<file path="config.mk">
export PLATFORM = sky130hd
export DESIGN_NAME = tcrs_role_init
export DESIGN_NICKNAME = d
export VERILOG_FILES = /design/src/hdl/tcrs_pkg.sv /design/src/hdl/tcrs_drp_toggle.sv /design/src/hdl/tcrs_role_init.sv
export SDC_FILE = /design/constraint.sdc
export NUM_CORES = 1
export LEC_CHECK = 0
export BUFFER_PORTS_ARGS = -buffer_cell sky130_fd_sc_hd__buf_2
export CAP_MARGIN = 10
export CELL_PAD_IN_SITES_DETAIL_PLACEMENT = 1
export CELL_PAD_IN_SITES_GLOBAL_PLACEMENT = 1
export CORE_MARGIN = 2
export CORE_UTILIZATION = 43
export DETAILED_ROUTE_END_ITERATION = 7
export PLACE_DENSITY_LB_ADDON = 0.15
export RECOVER_POWER = 25
export SETUP_SLACK_MARGIN = 0.15
export SYNTH_ARGS = -nofsm -noshare
export SYNTH_HDL_FRONTEND = slang
export SYNTH_HIERARCHICAL = 1
export SYNTH_SLANG_ARGS = --single-unit
</file>
<file path="constraint.sdc">
create_clock -name clk -period 2.8 [get_ports clk]
set_clock_uncertainty 0.1 [all_clocks]
set_input_delay 0.28 -clock clk [delete_from_list [all_inputs] [get_ports clk]]
set_output_delay 0.28 -clock clk [all_outputs]
set_load 0.01 [all_outputs]
</file>
<file path="src/hdl/tcrs_pkg.sv">
// Package of constants and types for the Type-C role strap and init block.
// Overview of operation
// - I2C interface is enabled whenever the address strap is pulled high or low.
// - Address strap low selects 7-bit I2C slave address 0x47.
// - Enable pin high puts the device into low-power shutdown.
// - Change alert line is asserted whenever the role or attached status changes.
// - Role strap low selects upstream facing port, sink.
// - Host role-select write is accepted only while unattached.
// - Unpowered device presents as sink with Rd on both CC lines.
// - After reset enter unattached and sample the role strap.
// - Unattached: watch CC for source attach, bus power for sink.
// - Enter active only after an attachment is detected.
// - Role strap open selects dual role, alternating source and sink.
// - Role strap high selects downstream facing port, source.
package tcrs_pkg;

  // Strap levels as sensed by the pad comparators.
  typedef enum logic [1:0] {
    TCRS_STRAP_LOW,
    TCRS_STRAP_HIGH,
    TCRS_STRAP_OPEN
  } tcrs_strap_type;

  typedef enum logic [1:0] {
    TCRS_ROLE_UFP,
    TCRS_ROLE_DFP,
    TCRS_ROLE_DRP
  } tcrs_role_type;

  typedef enum logic [1:0] {
    TCRS_ST_SHUTDOWN,
    TCRS_ST_UNATTACHED,
    TCRS_ST_ACTIVE
  } tcrs_state_type;

  typedef struct packed {
    logic          i2c_enable;
    logic [6:0]    i2c_address;
    tcrs_role_type role;
    logic          rd_on_cc;
    logic          rp_on_cc;
    logic          attached;
    logic          low_power;
  } tcrs_status_type;

  localparam logic [6:0] TCRS_ADDR_STRAP_LOW  = 7'h47;
  localparam logic [6:0] TCRS_ADDR_STRAP_HIGH = 7'h67;
  localparam int         TCRS_DRP_HALF_NS     = 50000;
  localparam int         TCRS_CLK_NS          = 5;
  localparam int         TCRS_DRP_HALF_CYC    = TCRS_DRP_HALF_NS / TCRS_CLK_NS;

endpackage

</file>
<file path="src/hdl/tcrs_drp_toggle.sv">
// Dual role toggle timer that alternates between source and sink presentation.
`timescale 1ns/1ps
module tcrs_drp_toggle #(
  parameter int HALF_CYC = tcrs_pkg::TCRS_DRP_HALF_CYC
) (
  // Clock and reset
  input  wire logic clk,
  input  wire logic rst_n,
  // Control
  input  wire logic run,
  output logic      as_source
);
  import tcrs_pkg::*;

  logic [31:0] count;
  wire         wrap = (count == 32'(HALF_CYC - 1));

  // The timer restarts at sink whenever it is stopped, so each search begins
  // with Rd present, which is the safe termination.
  always_ff @(posedge clk) begin
    if (!rst_n || !run) begin
      count     <= '0;
      as_source <= 1'b0;
    end else begin
      count     <= wrap ? '0 : count + 32'h1;
      as_source <= wrap ? ~as_source : as_source;
    end
  end
endmodule

</file>
<file path="src/hdl/tcrs_role_init.sv">
// Role strap decode, role override and power-up sequencing top module.
`timescale 1ns/1ps
module tcrs_role_init #(
  parameter int DRP_HALF_CYC = tcrs_pkg::TCRS_DRP_HALF_CYC
) (
  // Clock and reset
  input  wire logic                     clk,
  input  wire logic                     rst_n,
  // Strap and enable pins
  input  wire tcrs_pkg::tcrs_strap_type addr_strap,
  input  wire tcrs_pkg::tcrs_strap_type role_strap,
  input  wire logic                     enable_n,
  // Port partner sensing
  input  wire logic                     cc_sink_seen,
  input  wire logic                     cc_detached,
  input  wire logic                     bus_power_sense,
  // Role-select write from the I2C register file
  input  wire logic                     role_write,
  input  wire tcrs_pkg::tcrs_role_type  role_write_data,
  // Status and alert
  output tcrs_pkg::tcrs_status_type     status,
  output logic                          change_alert_line_o,
  output logic                          change_alert_line_oe,
  input  wire logic                     alert_clear
);
  import tcrs_pkg::*;

  tcrs_state_type  state;
  tcrs_state_type  next_state;
  tcrs_role_type   role;
  tcrs_role_type   next_role;
  tcrs_status_type next_status;
  logic            as_source;
  logic            attached_src;
  logic            first_cycle;

  function automatic tcrs_role_type strap_role(tcrs_strap_type s);
    unique case (s)
      TCRS_STRAP_LOW:  strap_role = TCRS_ROLE_UFP;
      TCRS_STRAP_HIGH: strap_role = TCRS_ROLE_DFP;
      default:         strap_role = TCRS_ROLE_DRP;
    endcase
  endfunction

  tcrs_drp_toggle #(.HALF_CYC(DRP_HALF_CYC)) u_toggle (
    .clk       (clk),
    .rst_n     (rst_n),
    .run       (state == TCRS_ST_UNATTACHED && role == TCRS_ROLE_DRP),
    .as_source (as_source)
  );

  // Presentation while searching: fixed roles, or the toggle phase for DRP.
  wire search_src  = (role == TCRS_ROLE_DFP) ||
                     (role == TCRS_ROLE_DRP && as_source);
  // The toggle stops once attached, so the side that made the attach is held;
  // otherwise a dual role port would drop its Rp as soon as it attached.
  wire present_src = (state == TCRS_ST_ACTIVE) ? attached_src : search_src;

  always_ff @(posedge clk) begin
    if (!rst_n) begin
      attached_src <= 1'b0;
    end else if (state == TCRS_ST_UNATTACHED) begin
      attached_src <= search_src;
    end
  end
  wire attach_seen = present_src ? cc_sink_seen : bus_power_sense;
  wire detach_seen = (present_src || role == TCRS_ROLE_DFP) ? cc_detached
                                                           : !bus_power_sense;
  wire take_write  = role_write && state == TCRS_ST_UNATTACHED;

  always_comb begin
    next_state = state;
    next_role  = role;
    unique case (state)
      TCRS_ST_SHUTDOWN: if (!enable_n) begin
        next_state = TCRS_ST_UNATTACHED;
        next_role  = strap_role(role_strap);
      end
      TCRS_ST_UNATTACHED: begin
        if (first_cycle) next_role = strap_role(role_strap);
        if (take_write) next_role = role_write_data;
        if (attach_seen) next_state = TCRS_ST_ACTIVE;
      end
      TCRS_ST_ACTIVE: if (detach_seen) next_state = TCRS_ST_UNATTACHED;
      default: next_state = TCRS_ST_UNATTACHED;
    endcase
    if (enable_n) next_state = TCRS_ST_SHUTDOWN;
  end

  always_comb begin
    next_status.i2c_enable  = (addr_strap != TCRS_STRAP_OPEN);
    next_status.i2c_address = (addr_strap == TCRS_STRAP_LOW) ?
                              TCRS_ADDR_STRAP_LOW : TCRS_ADDR_STRAP_HIGH;
    next_status.role        = next_role;
    next_status.rp_on_cc    = (next_state != TCRS_ST_SHUTDOWN) && present_src;
    next_status.rd_on_cc    = !next_status.rp_on_cc;
    next_status.attached    = (next_state == TCRS_ST_ACTIVE);
    next_status.low_power   = (next_state == TCRS_ST_SHUTDOWN);
  end

  wire status_changed = (next_status.role != status.role) ||
                        (next_status.attached != status.attached);

  always_ff @(posedge clk) begin
    if (!rst_n) begin
      state <= TCRS_ST_UNATTACHED;
      role  <= TCRS_ROLE_UFP;
    end else begin
      state <= next_state;
      role  <= next_role;
    end
  end

  always_ff @(posedge clk) begin
    if (!rst_n) first_cycle <= 1'b1;
    else        first_cycle <= 1'b0;
  end

  always_ff @(posedge clk) begin
    if (!rst_n) begin
      status               <= '{rd_on_cc: 1'b1, role: TCRS_ROLE_UFP,
                                default: '0};
      change_alert_line_oe <= 1'b0;
    end else begin
      status               <= next_status;
      // Set wins over a simultaneous clear so no change is lost.
      change_alert_line_oe <= status_changed ||
                              (change_alert_line_oe && !alert_clear);
    end
  end

  // Open drain: the line only ever pulls low.
  always_ff @(posedge clk) change_alert_line_o <= 1'b0;

  a_shutdown_entry: assert property (@(posedge clk) disable iff (!rst_n)
    enable_n |=> state == TCRS_ST_SHUTDOWN && status.low_power ##0 1)
    else $error("enable high did not shut down");
  a_write_locked: assert property (@(posedge clk) disable iff (!rst_n)
    role_write && state == TCRS_ST_ACTIVE && !enable_n |=> $stable(role))
    else $error("role changed while attached");
  a_addr_low: assert property (@(posedge clk) disable iff (!rst_n)
    addr_strap == TCRS_STRAP_LOW |=> status.i2c_address == 7'h47)
    else $error("wrong address for low strap");
  a_i2c_enable: assert property (@(posedge clk) disable iff (!rst_n)
    addr_strap != TCRS_STRAP_OPEN |=> status.i2c_enable)
    else $error("i2c not enabled");
  a_alert_set: assert property (@(posedge clk) disable iff (!rst_n)
    $changed(status.attached) |-> change_alert_line_oe)
    else $error("alert missing on change");
  a_active_cause: assert property (@(posedge clk) disable iff (!rst_n)
    state == TCRS_ST_UNATTACHED ##1 state == TCRS_ST_ACTIVE
    |-> $past(attach_seen))
    else $error("active without attach");
  a_wake_strap: assert property (@(posedge clk) disable iff (!rst_n)
    state == TCRS_ST_SHUTDOWN && !enable_n
    |=> role == strap_role($past(role_strap)))
    else $error("strap not resampled");
  a_ufp_sense: assert property (@(posedge clk) disable iff (!rst_n)
    state == TCRS_ST_UNATTACHED && role == TCRS_ROLE_UFP && !enable_n
    && !bus_power_sense |=> state == TCRS_ST_UNATTACHED)
    else $error("sink attached without bus power");
  a_rd_default: assert property (@(posedge clk) disable iff (!rst_n)
    status.low_power |-> status.rd_on_cc)
    else $error("Rd missing in shutdown");

  // The first cycle after reset takes the strap, not the reset role.
  a_reset_strap: assert property (@(posedge clk) disable iff (!rst_n)
    first_cycle && !enable_n && !role_write
    |=> role == strap_role($past(role_strap)))
    else $error("strap not sampled after reset");

  // A sink never shows Rp while it searches.
  a_ufp_sink: assert property (@(posedge clk) disable iff (!rst_n)
    role == TCRS_ROLE_UFP && state == TCRS_ST_UNATTACHED && !enable_n
    |=> !status.rp_on_cc)
    else $error("sink role shows Rp");

  // A source always shows Rp while it searches.
  a_dfp_source: assert property (@(posedge clk) disable iff (!rst_n)
    role == TCRS_ROLE_DFP && state == TCRS_ST_UNATTACHED && !enable_n
    |=> status.rp_on_cc)
    else $error("source role lacks Rp");

  // The toggle restarts at sink whenever the port is shut down.
  a_drp_restart: assert property (@(posedge clk) disable iff (!rst_n)
    state == TCRS_ST_SHUTDOWN |=> !as_source)
    else $error("toggle not restarted at sink");

  // A write while unattached lands in the role register.
  a_write_taken: assert property (@(posedge clk) disable iff (!rst_n)
    state == TCRS_ST_UNATTACHED && role_write && !enable_n && !first_cycle
    |=> role == $past(role_write_data))
    else $error("role write not taken");

  // Shutdown keeps the port quiet and detached.
  a_shutdown_hold: assert property (@(posedge clk) disable iff (!rst_n)
    state == TCRS_ST_SHUTDOWN && enable_n
    |=> !status.rp_on_cc && !status.attached)
    else $error("port active in shutdown");

  // An alert stands until the host clears it.
  a_alert_hold: assert property (@(posedge clk) disable iff (!rst_n)
    change_alert_line_oe && !alert_clear |=> change_alert_line_oe)
    else $error("alert dropped without clear");

  // The alert line may only ever pull low.
  a_alert_od: assert property (@(posedge clk) disable iff (!rst_n)
    change_alert_line_oe |-> !change_alert_line_o)
    else $error("alert line driven high");
endmodule

</file>
Word-level counts from Yosys, hierarchy flattened
Index checks and enable logic that the tools add are counted.
W data, S select, Z words.
{ "word_totals": {"output_inout_bits": 16, "reg_bits": 52} }
{ "classes": {"eq_ne": 10, "reduce_logical": 21, "muxes": 14, "n_bitwise": 1, "n_addsub": 1} }
{ "op_table": {"columns": ["operator", "n"], "rows": [
  ["$add A32 B1 Y32 const B", 1],
  ["$eq A32 B14 Y1 const B", 1],
  ["$mux W2", 6],
  ["$pmux W2 S2", 3],
  ["$logic_not A2 Y1", 4],
  ["$eq A2 B1 Y1 const B", 3],
  ["$eq A2 B2 Y1 const B", 3],
  ["$mux W6", 1],
  ["$logic_and A1 B1 Y1", 5],
  ["$logic_not A1 Y1", 5],
  ["$logic_or A1 B1 Y1", 5],
  ["$mux W1", 4],
  ["$ne A2 B2 Y1", 1],
  ["$ne A2 B2 Y1 const B", 1],
  ["$reduce_bool A2 Y1", 1],
  ["$reduce_or A2 Y1", 1],
  ["$ne A1 B1 Y1", 1],
  ["$not A1 Y1", 1]
]} }

Depth between registers and ports, before layout
Gate-level depths: netlist (run 1).
{ "logic_depth": {"depth_word": 13, "mapped_depth": 8, "depth_no_buf": 8} }

Hierarchy
The synthesis (run 1) kept the hierarchy.
{ "modules_own_cells": {"columns": ["module", "area_per_inst_um2", "instances", "cells_per_inst", "seq_area_each_um2"], "rows": [
  ["tcrs_drp_toggle", 1577.8, 1, 180, 660.6],
  ["tcrs_role_init", 775.7, 1, 89, 280.3]
]} }

Worst setup path after synthesis (run 1)
Ideal clock, no wire load.
{ "synth_path": {"kind": "register to register", "startpoint": "register state[0]", "endpoint": "register status[3] (netlist bit)", "synth_period_minus_slack_ns": 2.193, "required_ns": 2.573, "t_arrival_ns": 1.966, "n_path_buf": 0, "setup_time_ns": 0.127, "path_slack_ns": 0.607, "path_stages_with_launch": 9, "cell_sequence": "dfxtp_1 inv_1 ha_1 and2_1 o21ai_0 a31oi_1 o32ai_1 a2bb2oi_1 or3_1"} }
{ "synth_between": {"elab_chain_len": 10} }
{ "synth_lines": {"columns": ["element", "line_no", "source"], "rows": [
  ["from (decl)", "tcrs_role_init.sv:28", "tcrs_state_type state;"],
  ["from (signal assigned)", "tcrs_role_init.sv:109", "state <= next_state;"],
  ["$eq A2 B2 Y1", "tcrs_role_init.sv:57, tcrs_role_init.sv:74", null],
  ["$mux W1", "tcrs_role_init.sv:57", "wire present_src = (state == TCRS_ST_ACTIVE) ? attached_src : search_src;"],
  ["$logic_or A1 B1 Y1", "tcrs_role_init.sv:67", "wire detach_seen = (present_src || role == TCRS_ROLE_DFP) ? cc_detached"],
  ["$mux W1", "tcrs_role_init.sv:67", null],
  ["$mux W2", "tcrs_role_init.sv:84", "TCRS_ST_ACTIVE: if (detach_seen) next_state = TCRS_ST_UNATTACHED;"],
  ["$pmux W2 S2", "tcrs_role_init.sv:74", "unique case (state)"],
  ["$mux W2", "tcrs_role_init.sv:87", "if (enable_n) next_state = TCRS_ST_SHUTDOWN;"],
  ["$reduce_bool A2 Y1", "tcrs_role_init.sv:95", "next_status.rp_on_cc = (next_state != TCRS_ST_SHUTDOWN) && present_src;"],
  ["$logic_and A1 B1 Y1 (*)", "tcrs_role_init.sv:95", null],
  ["$logic_not A1 Y1 (*)", "tcrs_role_init.sv:96", "next_status.rd_on_cc = !next_status.rp_on_cc;"],
  ["to (signal assigned)", "tcrs_role_init.sv:121", "status <= '{rd_on_cc: 1'b1, role: TCRS_ROLE_UFP,"],
  ["to (signal assigned)", "tcrs_role_init.sv:125", "status <= next_status;"],
  ["to (decl)", "tcrs_role_init.sv:21", "output tcrs_pkg::tcrs_status_type status,"]
]} }
Mark *: on every way between the ends. The rest lies on a longest branch, timed or not.
A chain may end at the register's enable or synchronous reset.

Worst setup path in the final report (run 1)
{ "layout_path": {"startpoint": "register u_toggle.count[0]", "endpoint": "register u_toggle.count[26]"} }
{ "layout_between": {"elab_chain_len": 2} }
{ "layout_lines": {"columns": ["element", "line_no", "source"], "rows": [
  ["from (decl)", "tcrs_drp_toggle.sv:15", "logic [31:0] count;"],
  ["from (signal assigned)", "tcrs_drp_toggle.sv:25", "count <= wrap ? '0 : count + 32'h1;"],
  ["parallel branches: the longest is 2 deep, another holds $add A32 B1 Y32", null, null]
]} }
Several ways; the timed one is not identified.

==> results.ini, run 1 <==
[clock_tree]
cts_root_buffer=clkbuf_8
cts_max_path_buffers=2
cts_hold_repair.buffers=0
postCtsResizedCells=0
cts_post_setup_buffers_inserted=0
cts_inserted_buffers=5
tritoncts=done
clock_pin_transition_on_the_worst_setup_and_hold_timing_paths_ns=0.09
worstSkewPairLatency_ns=0.30
clock-sinks=47
cts.htree.levels=2

[placed_design]
numPortBuffers=26
gpl.final_weighted_congestion=0.720
place.detailed.instances=359
preCtsSetupSlack_ns=0.330
placed_cell_area_mm2=0.00254
place.detailed.hpwl_um=4020

[layout]
layout.cells.most_common_list=dfxtp_1 (47), nor2_1 (24), a21oi_1 (20)
antenna_cells=0
postLayoutCellArea_mm2=0.00263
areaGrowthSynthToFinish_pct=11.6
commonest_non_fill_non_tap_cell_in_the_layout=dfxtp_1
count_of_placed_standard_cells_in_the_final_layout_fillers_left_out=367
finish.net_count=314
post_route_cells_drive_above_1_share_pct=13.8
final_core_occ_pct=50.5

[drt]
detail-route-antenna-nets=0
wl_per_cell_um=15.0
wl_um=5490
detailroute.via_count=2101
vias_per_cell=5.72
drcViolationCount=0
first_pass_iters=4
drt_iter0_drc=85

[die]
row_count=26
die-width_um=78.0
overall_die_area_mm2=0.00608
initial_utilization_pct=45.2
floorplan.die.height_um=78.0
core_region_area_mm2=0.00520
io_pins=30

[power]
clockPowerShare_pct=34.2
share_seq_of_total_power_pct=54.4
power.density_cell_area_mw_per_mm2=491
p_sw_share_pct=26.3
power_switching_mw=0.340
p_leak_nw=0.911
comb_power_share_pct=11.4
power.ir.vdd_worst_mv=0.268
design_power_total_mw=1.29
internal_power_mw=0.951

[global_route]
number_of_global_route_vias_before_repair=2113
grt_overflow_total=0
met2_usage_pct=33.0
number_of_antenna_violations_at_the_first_check_in_global_routing=0
top_usage_layer=met2
use_met3_pct=3.72
use_met1_pct=26.7
pin_count_of_the_biggest_net_entering_global_routing=16
grt_pass1_wl_um=9870
grt_usage_pct=19.9

[sta]
fin_setup_tns_ns=0
timing.final.max_slew_violations=0
timing.final.crit_period_ns=2.47
hold-worst-slack_ns=0.0620
final_hold_violation_count=0
setup_slack_ns=0.332
rsz0062_at_grt=no
max_freq_mhz=405
final-setup-viol-count=0
finalCritPeriodShare_pct=88.1

[synth]
synth_async_sr_flop_share_pct=0
netlist_instances=269
part_of_the_yosys_area_used_for_sequential_elements_pct=40.0
synth.distinct_cells=49
synth-main-ff-cell=dfxtp_1
synth-edff-count=0
ys.warnings.count=6
syn_avg_cell_area_um2=8.75
post_synth_instance_area_mm2=0.00235
yosys_register_bits=47

[worst_hold_path]
min-delay-path-class=in2reg

[worst_setup_path]
cp_slowest_stage_delay_ns=0.77
critical_path.n_buffers_inverters=0
critical-path-top-delay-family=simple AND/OR/NAND/NOR gates
critPathKind=reg2reg
timing.critical_path.arrival_ns=2.60
required_ns=2.94
critPathMaxFanout=10
timing.critical_path.cells=ha_1, nand3_1, or4_1, or4_4, a21oi_2
setup.worst_path.end_class=flip-flop
cell_type_of_the_slowest_stage_on_the_worst_timing_path=or4_1
worstSetupStartpointType=flip-flop

[flow_run]
max-cap-violations=0

[run_status]
run_status=finished clean

power by group through the flow:
| stage | sequential [mW] | combinational (mW) | clock [mW] |
|---|---|---|---|
| finish | 0.702 | 0.148 | 0.441 |
| global route | 0.706 | 0.168 | 0.478 |
| CTS | 0.702 | 0.152 | 0.460 |
| detailed placement | 0.718 | 0.151 | 0 |
| global placement | 0.717 | 0.147 | 0 |
| floorplan | 0.721 | 0.0977 | 0 |
layer usage:
metal  routed length (um)  vias to the layer above  part of all wire, %
met5                    0                        -                    0
met4                   55                        0                  1.0
met3                  175                        7                  3.2
met2                 2640                       30                   48
met1                 2630                     1020                   48
li1                     -                     1044                    -
flip-flops by register name, indices dropped and copies added, names as in the netlist:
signal,flops
status,9
change_alert_line_oe,1
state,2
u_toggle/count,32
first_cycle,1
attached_src,1
u_toggle/as_source,1
synth_stat cells (all sizes together) (10+ instances only):
cell type	number	area (um^2)
buf	10	65.1
or3	11	68.8
nand2	13	48.8
a21oi	22	118
nand3	10	50.1
o21ai	15	75.1
nor2	24	90.1
dfxtp	47	941
or4	13	105
inv	11	41.3
nand4	12	90.1
final timing paths:
check | slack (ns) | cells past startpoint | to | startpoint
max | 0.33 | 5 | u_toggle/count[26] | u_toggle/count[0]
min reg2reg | 0.39 | 1 | u_toggle/count[0] | u_toggle/count[0]
min | 0.06 | 2 | status[13] | addr_strap[1]
max reg2reg | 0.33 | 5 | u_toggle/count[26] | u_toggle/count[0]
cell families after synthesis:
logic type | count (synthesis) | share of synthesized area (%)
xor+xnor | 14 | 5.21
simple gates | 116 | 28.9
flops | 47 | 40.0
fa+ha+maj | 4 | 2.13
buf+inv | 25 | 5.16
mux | 2 | 0.851
compound gates | 60 | 17.7
other cells | 1 | 0.159
cell type report:
| class | count | area [um^2] |
|---|---|---|
| clock buffer | 6 | 82.6 |
| clock inverter | 2 | 16.3 |
| fill | 668 | 2580 |
| inverter | 11 | 41.3 |
| multi-input combinational | 199 | 1300 |
| sequential | 47 | 941 |
| tap | 70 | 87.6 |
| timing repair buffer | 32 | 160 |
Power figures use the tool's default switching activity.
==> run 2: changes to the inputs <==
- ABC_AREA: not set -> 1
- CORE_UTILIZATION: 43 -> 41
==> run 2 against run 1 <==
  * Sequential cell count unchanged
  * Routed wire length up 35%
  * Combinational power up 20%
  * Global-route usage up 1.8 points
  * Synthesized cell count up 63%
  * Register-to-register slack better by 0.36 ns
  * Clock power down 2%
  * Non-clock buffer count down 6
  * Cell count up 48%
  * Clock-buffer cell count unchanged
  * Die area up 23%
  * Sequential share of layout area down 4.5 points
  * Largest power group unchanged
==> results.ini, run 2 <==
[power]
p_sw_share_pct=28.2  ; +1.9 points
power_switching_mw=0.370  ; +9.0%
internal_power_mw=0.943  ; -0.77%
power.density_cell_area_mw_per_mm2=437  ; -11%
p_leak_nw=1.16  ; +27%
design_power_total_mw=1.31  ; +1.8%
clockPowerShare_pct=33.1  ; -1.1 points
share_seq_of_total_power_pct=53.5  ; -0.9 points
power.ir.vdd_worst_mv=0.191  ; -29%
comb_power_share_pct=13.4  ; +2.0 points

[synth]
synth_top_area_share_pct=33.8  ; -6.2 points
part_of_the_yosys_area_used_for_sequential_elements_pct=33.8  ; -6.2 points
post_synth_instance_area_mm2=0.00278  ; +18%
synth_async_sr_flop_share_pct=0  ; unchanged
synth-edff-count=0  ; unchanged
yosys_register_bits=47  ; unchanged
synth_adder_area_share_pct=1.80  ; -0.33 points
ys.warnings.count=6  ; unchanged
synth_top_cell_by_area=dfxtp_1
post-synth-top-count-cell=nand2_1
synth.cells.most_frequent=nand2_1 (130), nor2_1 (83), inv_1 (51), dfxtp_1 (47), nand3_1 (30)
synth_top_cells_by_area=dfxtp_1 (34%), nand2_1 (18%), nor2_1 (11%)
synth.distinct_cells=30  ; -39%
post_synth_and_or_nand_nor_area_fraction_pct=44.9  ; +16 points
dominant_combinational_cell_family_by_area_after_synthesis=simple AND/OR/NAND/NOR gates
synthesized_area_fraction_occupied_by_ao_oa_aoi_and_oai_cells_pct=5.40  ; -12 points
synth.area.mux_share_pct=0  ; -0.85 points
yosys.area_share.xor_xnor_pct=3.15  ; -2.1 points
netlist_instances=438  ; +63%
syn_avg_cell_area_um2=6.35  ; -27%
synth-main-ff-cell=dfxtp_1

[drt]
wl_per_cell_um=13.6  ; -9.0%
detailroute.via_count=2656  ; +26%
vias_per_cell=4.89  ; -15%
drcViolationCount=0  ; unchanged
drt_iter0_drc=78  ; -8.2%
wl_um=7400  ; +35%
detail-route-antenna-nets=0  ; unchanged
first_pass_iters=4  ; unchanged

[worst_setup_path]
reg2reg_setup_slack_ns=0.70  ; +0.36 ns
critPathKind=reg2reg
timing.critical_path.arrival_ns=2.23  ; -0.37 ns
worst_r2r_endpoint=u_toggle/count[7]
worstSetupPathDepth=8  ; +3
worst_r2r_startpoint=state[1]
cell_type_of_the_slowest_stage_on_the_worst_timing_path=nand2_2
cp_slowest_stage_delay_ns=0.38  ; -0.39 ns
critical_path.n_buffers_inverters=3  ; +3
setup.worst_path.end_class=flip-flop
critical-path-top-cell-by-count=inv_1
critPathMaxFanout=30  ; +20
r2r.worst_path.cells=8  ; +3
required_ns=2.93  ; about the same
timing.critical_path.cells=inv_1, ha_1, inv_1, nor3_1, nand2_1, inv_1, nand2_2, a21oi_1
worstSetupStartpointType=flip-flop
critical-path-top-delay-family=simple AND/OR/NAND/NOR gates

[sta]
timing.final.max_slew_violations=0  ; unchanged
max_freq_mhz=475  ; +17%
finalCritPeriodShare_pct=75.1  ; -13 points
rsz0062_at_grt=no
timing_worst_slew_pin_value_ns=0.609
setup_slack_ns=0.696  ; +0.364 ns
final_hold_violation_count=0  ; unchanged
final-setup-viol-count=0  ; unchanged
fin_setup_tns_ns=0  ; unchanged
slew-limit-headroom_pct=59.2
timing.final.crit_period_ns=2.10  ; -0.364 ns

[die]
core_region_area_mm2=0.00668  ; +28%
io_pins=30  ; unchanged
overall_die_area_mm2=0.00746  ; +23%
floorplan.die.height_um=86.4  ; +11%
initial_utilization_pct=41.6  ; -3.6 points
row_count=30  ; +15%
die-width_um=86.4  ; +11%

[clock_tree]
cts_hold_repair.buffers=0  ; unchanged
clock_pin_transition_on_the_worst_setup_and_hold_timing_paths_ns=0.09  ; about the same
tritoncts=done
clock-sinks=47  ; unchanged
cts_root_buffer=clkbuf_8
cts_max_path_buffers=2  ; unchanged
cts.htree.levels=2  ; unchanged
worstSkewPairLatency_ns=0.31  ; about the same
postCtsResizedCells=0  ; unchanged
cts_inserted_buffers=5  ; unchanged
cts_post_setup_buffers_inserted=0  ; unchanged

[placed_design]
numPortBuffers=26  ; unchanged
preCtsSetupSlack_ns=0.644  ; +0.314 ns
place.detailed.hpwl_um=6010  ; +50%
place.detailed.instances=536  ; +49%
gpl.final_weighted_congestion=0.868  ; +20%
placed_cell_area_mm2=0.00294  ; +15%

[layout]
finish.net_count=481  ; +53%
count_of_placed_standard_cells_in_the_final_layout_fillers_left_out=543  ; +48%
postLayoutCellArea_mm2=0.00301  ; +15%
commonest_non_fill_non_tap_cell_in_the_layout=nand2_1
reg.largest.list=u_toggle/count: 32 flops, status: 9 flops, state: 2 flops
post_route_cells_drive_above_1_share_pct=12.5  ; -1.3 points
largest_register_ff_count=32  ; unchanged
registers.top_by_ff_count=u_toggle/count
layout.cells.most_common_list=nand2_1 (130), nor2_1 (83), inv_1 (51)
areaGrowthSynthToFinish_pct=8.14
antenna_cells=0  ; unchanged

[global_route]
pin_count_of_the_biggest_net_entering_global_routing=31  ; +15
number_of_global_route_vias_before_repair=2771  ; +31%
grt_usage_pct=21.7  ; +1.8 points
grt_overflow_total=0  ; unchanged
number_of_antenna_violations_at_the_first_check_in_global_routing=0  ; unchanged
grt_pass1_wl_um=12700  ; +29%

[worst_hold_path]
min-delay-path-class=in2reg
worst_hold_endpoint=status[13]
hp-start=addr_strap[1]
whs_path_depth=2  ; unchanged

[flow_run]
max-cap-violations=0  ; unchanged

[run_status]
run_status=finished clean

==> run 2: cell types whose count changed in the layout (fill, tap and decap cells not counted), sizes merged, moves of 8 or more <==
cell,previous run,this run
nand2,13,141
o21ai,15,5
nor4,8,0
nand3,10,35
or3,11,0
or4,13,0
nor2,24,96
nand4,12,3
inv,11,56
==> run 2: cell type report <==
cell class / count / area (um^2)
inverters: 58 / 218
fillers: 935 / 3670
well taps: 80 / 100
clock buffers: 6 / 82.6
flip-flops and latches: 47 / 941
clock inverters: 1 / 5.00
repair buffers: 26 / 115
multi-input cells: 325 / 1550
==> run 2: worst register-to-register path, delay by kind of cell (launching register included) <==
family          cells  cell delay, ns
compound gates      1            0.26
simple gates        3            0.67
fa+ha+maj           1            0.34
flops               1            0.33
buf+inv             3            0.33
==> run 2: how the worst max path moves through the flow <==
stage,startpoint,endpoint,slack [ns]
after floorplan,state[0],status[2],1.01
after global placement,state[1],u_toggle/count[3],0.75
after detailed placement,state[1],u_toggle/count[5],0.64
after CTS,state[1],u_toggle/count[5],0.61
after global routing,state[1],u_toggle/count[10],0.39
final,state[1],u_toggle/count[7],0.70
==> run 2: metal layers <==
layer | wire, um | share of wire (%) | track usage (%) | vias to the layer above
li1 | - | - | - | 1378
met5 | 0 | 0 | 0 | -
met4 | 118 | 1.6 | 6.53 | 0
met1 | 3310 | 45 | 26.4 | 1241
met2 | 3770 | 51 | 39.0 | 27
met3 | 191 | 2.6 | 3.62 | 10
==> run 2: cell families (layout without fill, tap and decap cells) <==
kind of cell	Yosys count	count (layout)
and+or+nand+nor	282	282
other	1	3
xor gates and xnor gates	10	10
DFF	47	47
AOI/OAI and AO/OA	26	26
adders and majority gates	4	4
buffers and inverters	68	91
==> run 2: power by group through the flow <==
stage	logic [mW]	clock network, mW	registers (mW)
floorplan	0.131	0	0.723
global placement	0.178	0	0.717
detailed placement	0.184	0	0.719
CTS	0.184	0.458	0.703
global route	0.205	0.484	0.707
finish	0.177	0.434	0.703
==> run 2: per-stage QoR <==
| stage | utilization (%) | hold WS (ns) |
|---|---|---|
| 6_report | 45.0 | 0.0654 |
| 5_1_grt | 45.0 | 0.0622 |
| 4_1_cts | 45.3 | 0.0556 |
| 3_5_place_dp | 44.0 | 0.348 |
| 3_3_place_gp | 44.0 | 0.329 |
| 2_1_floorplan | - | 0.208 |
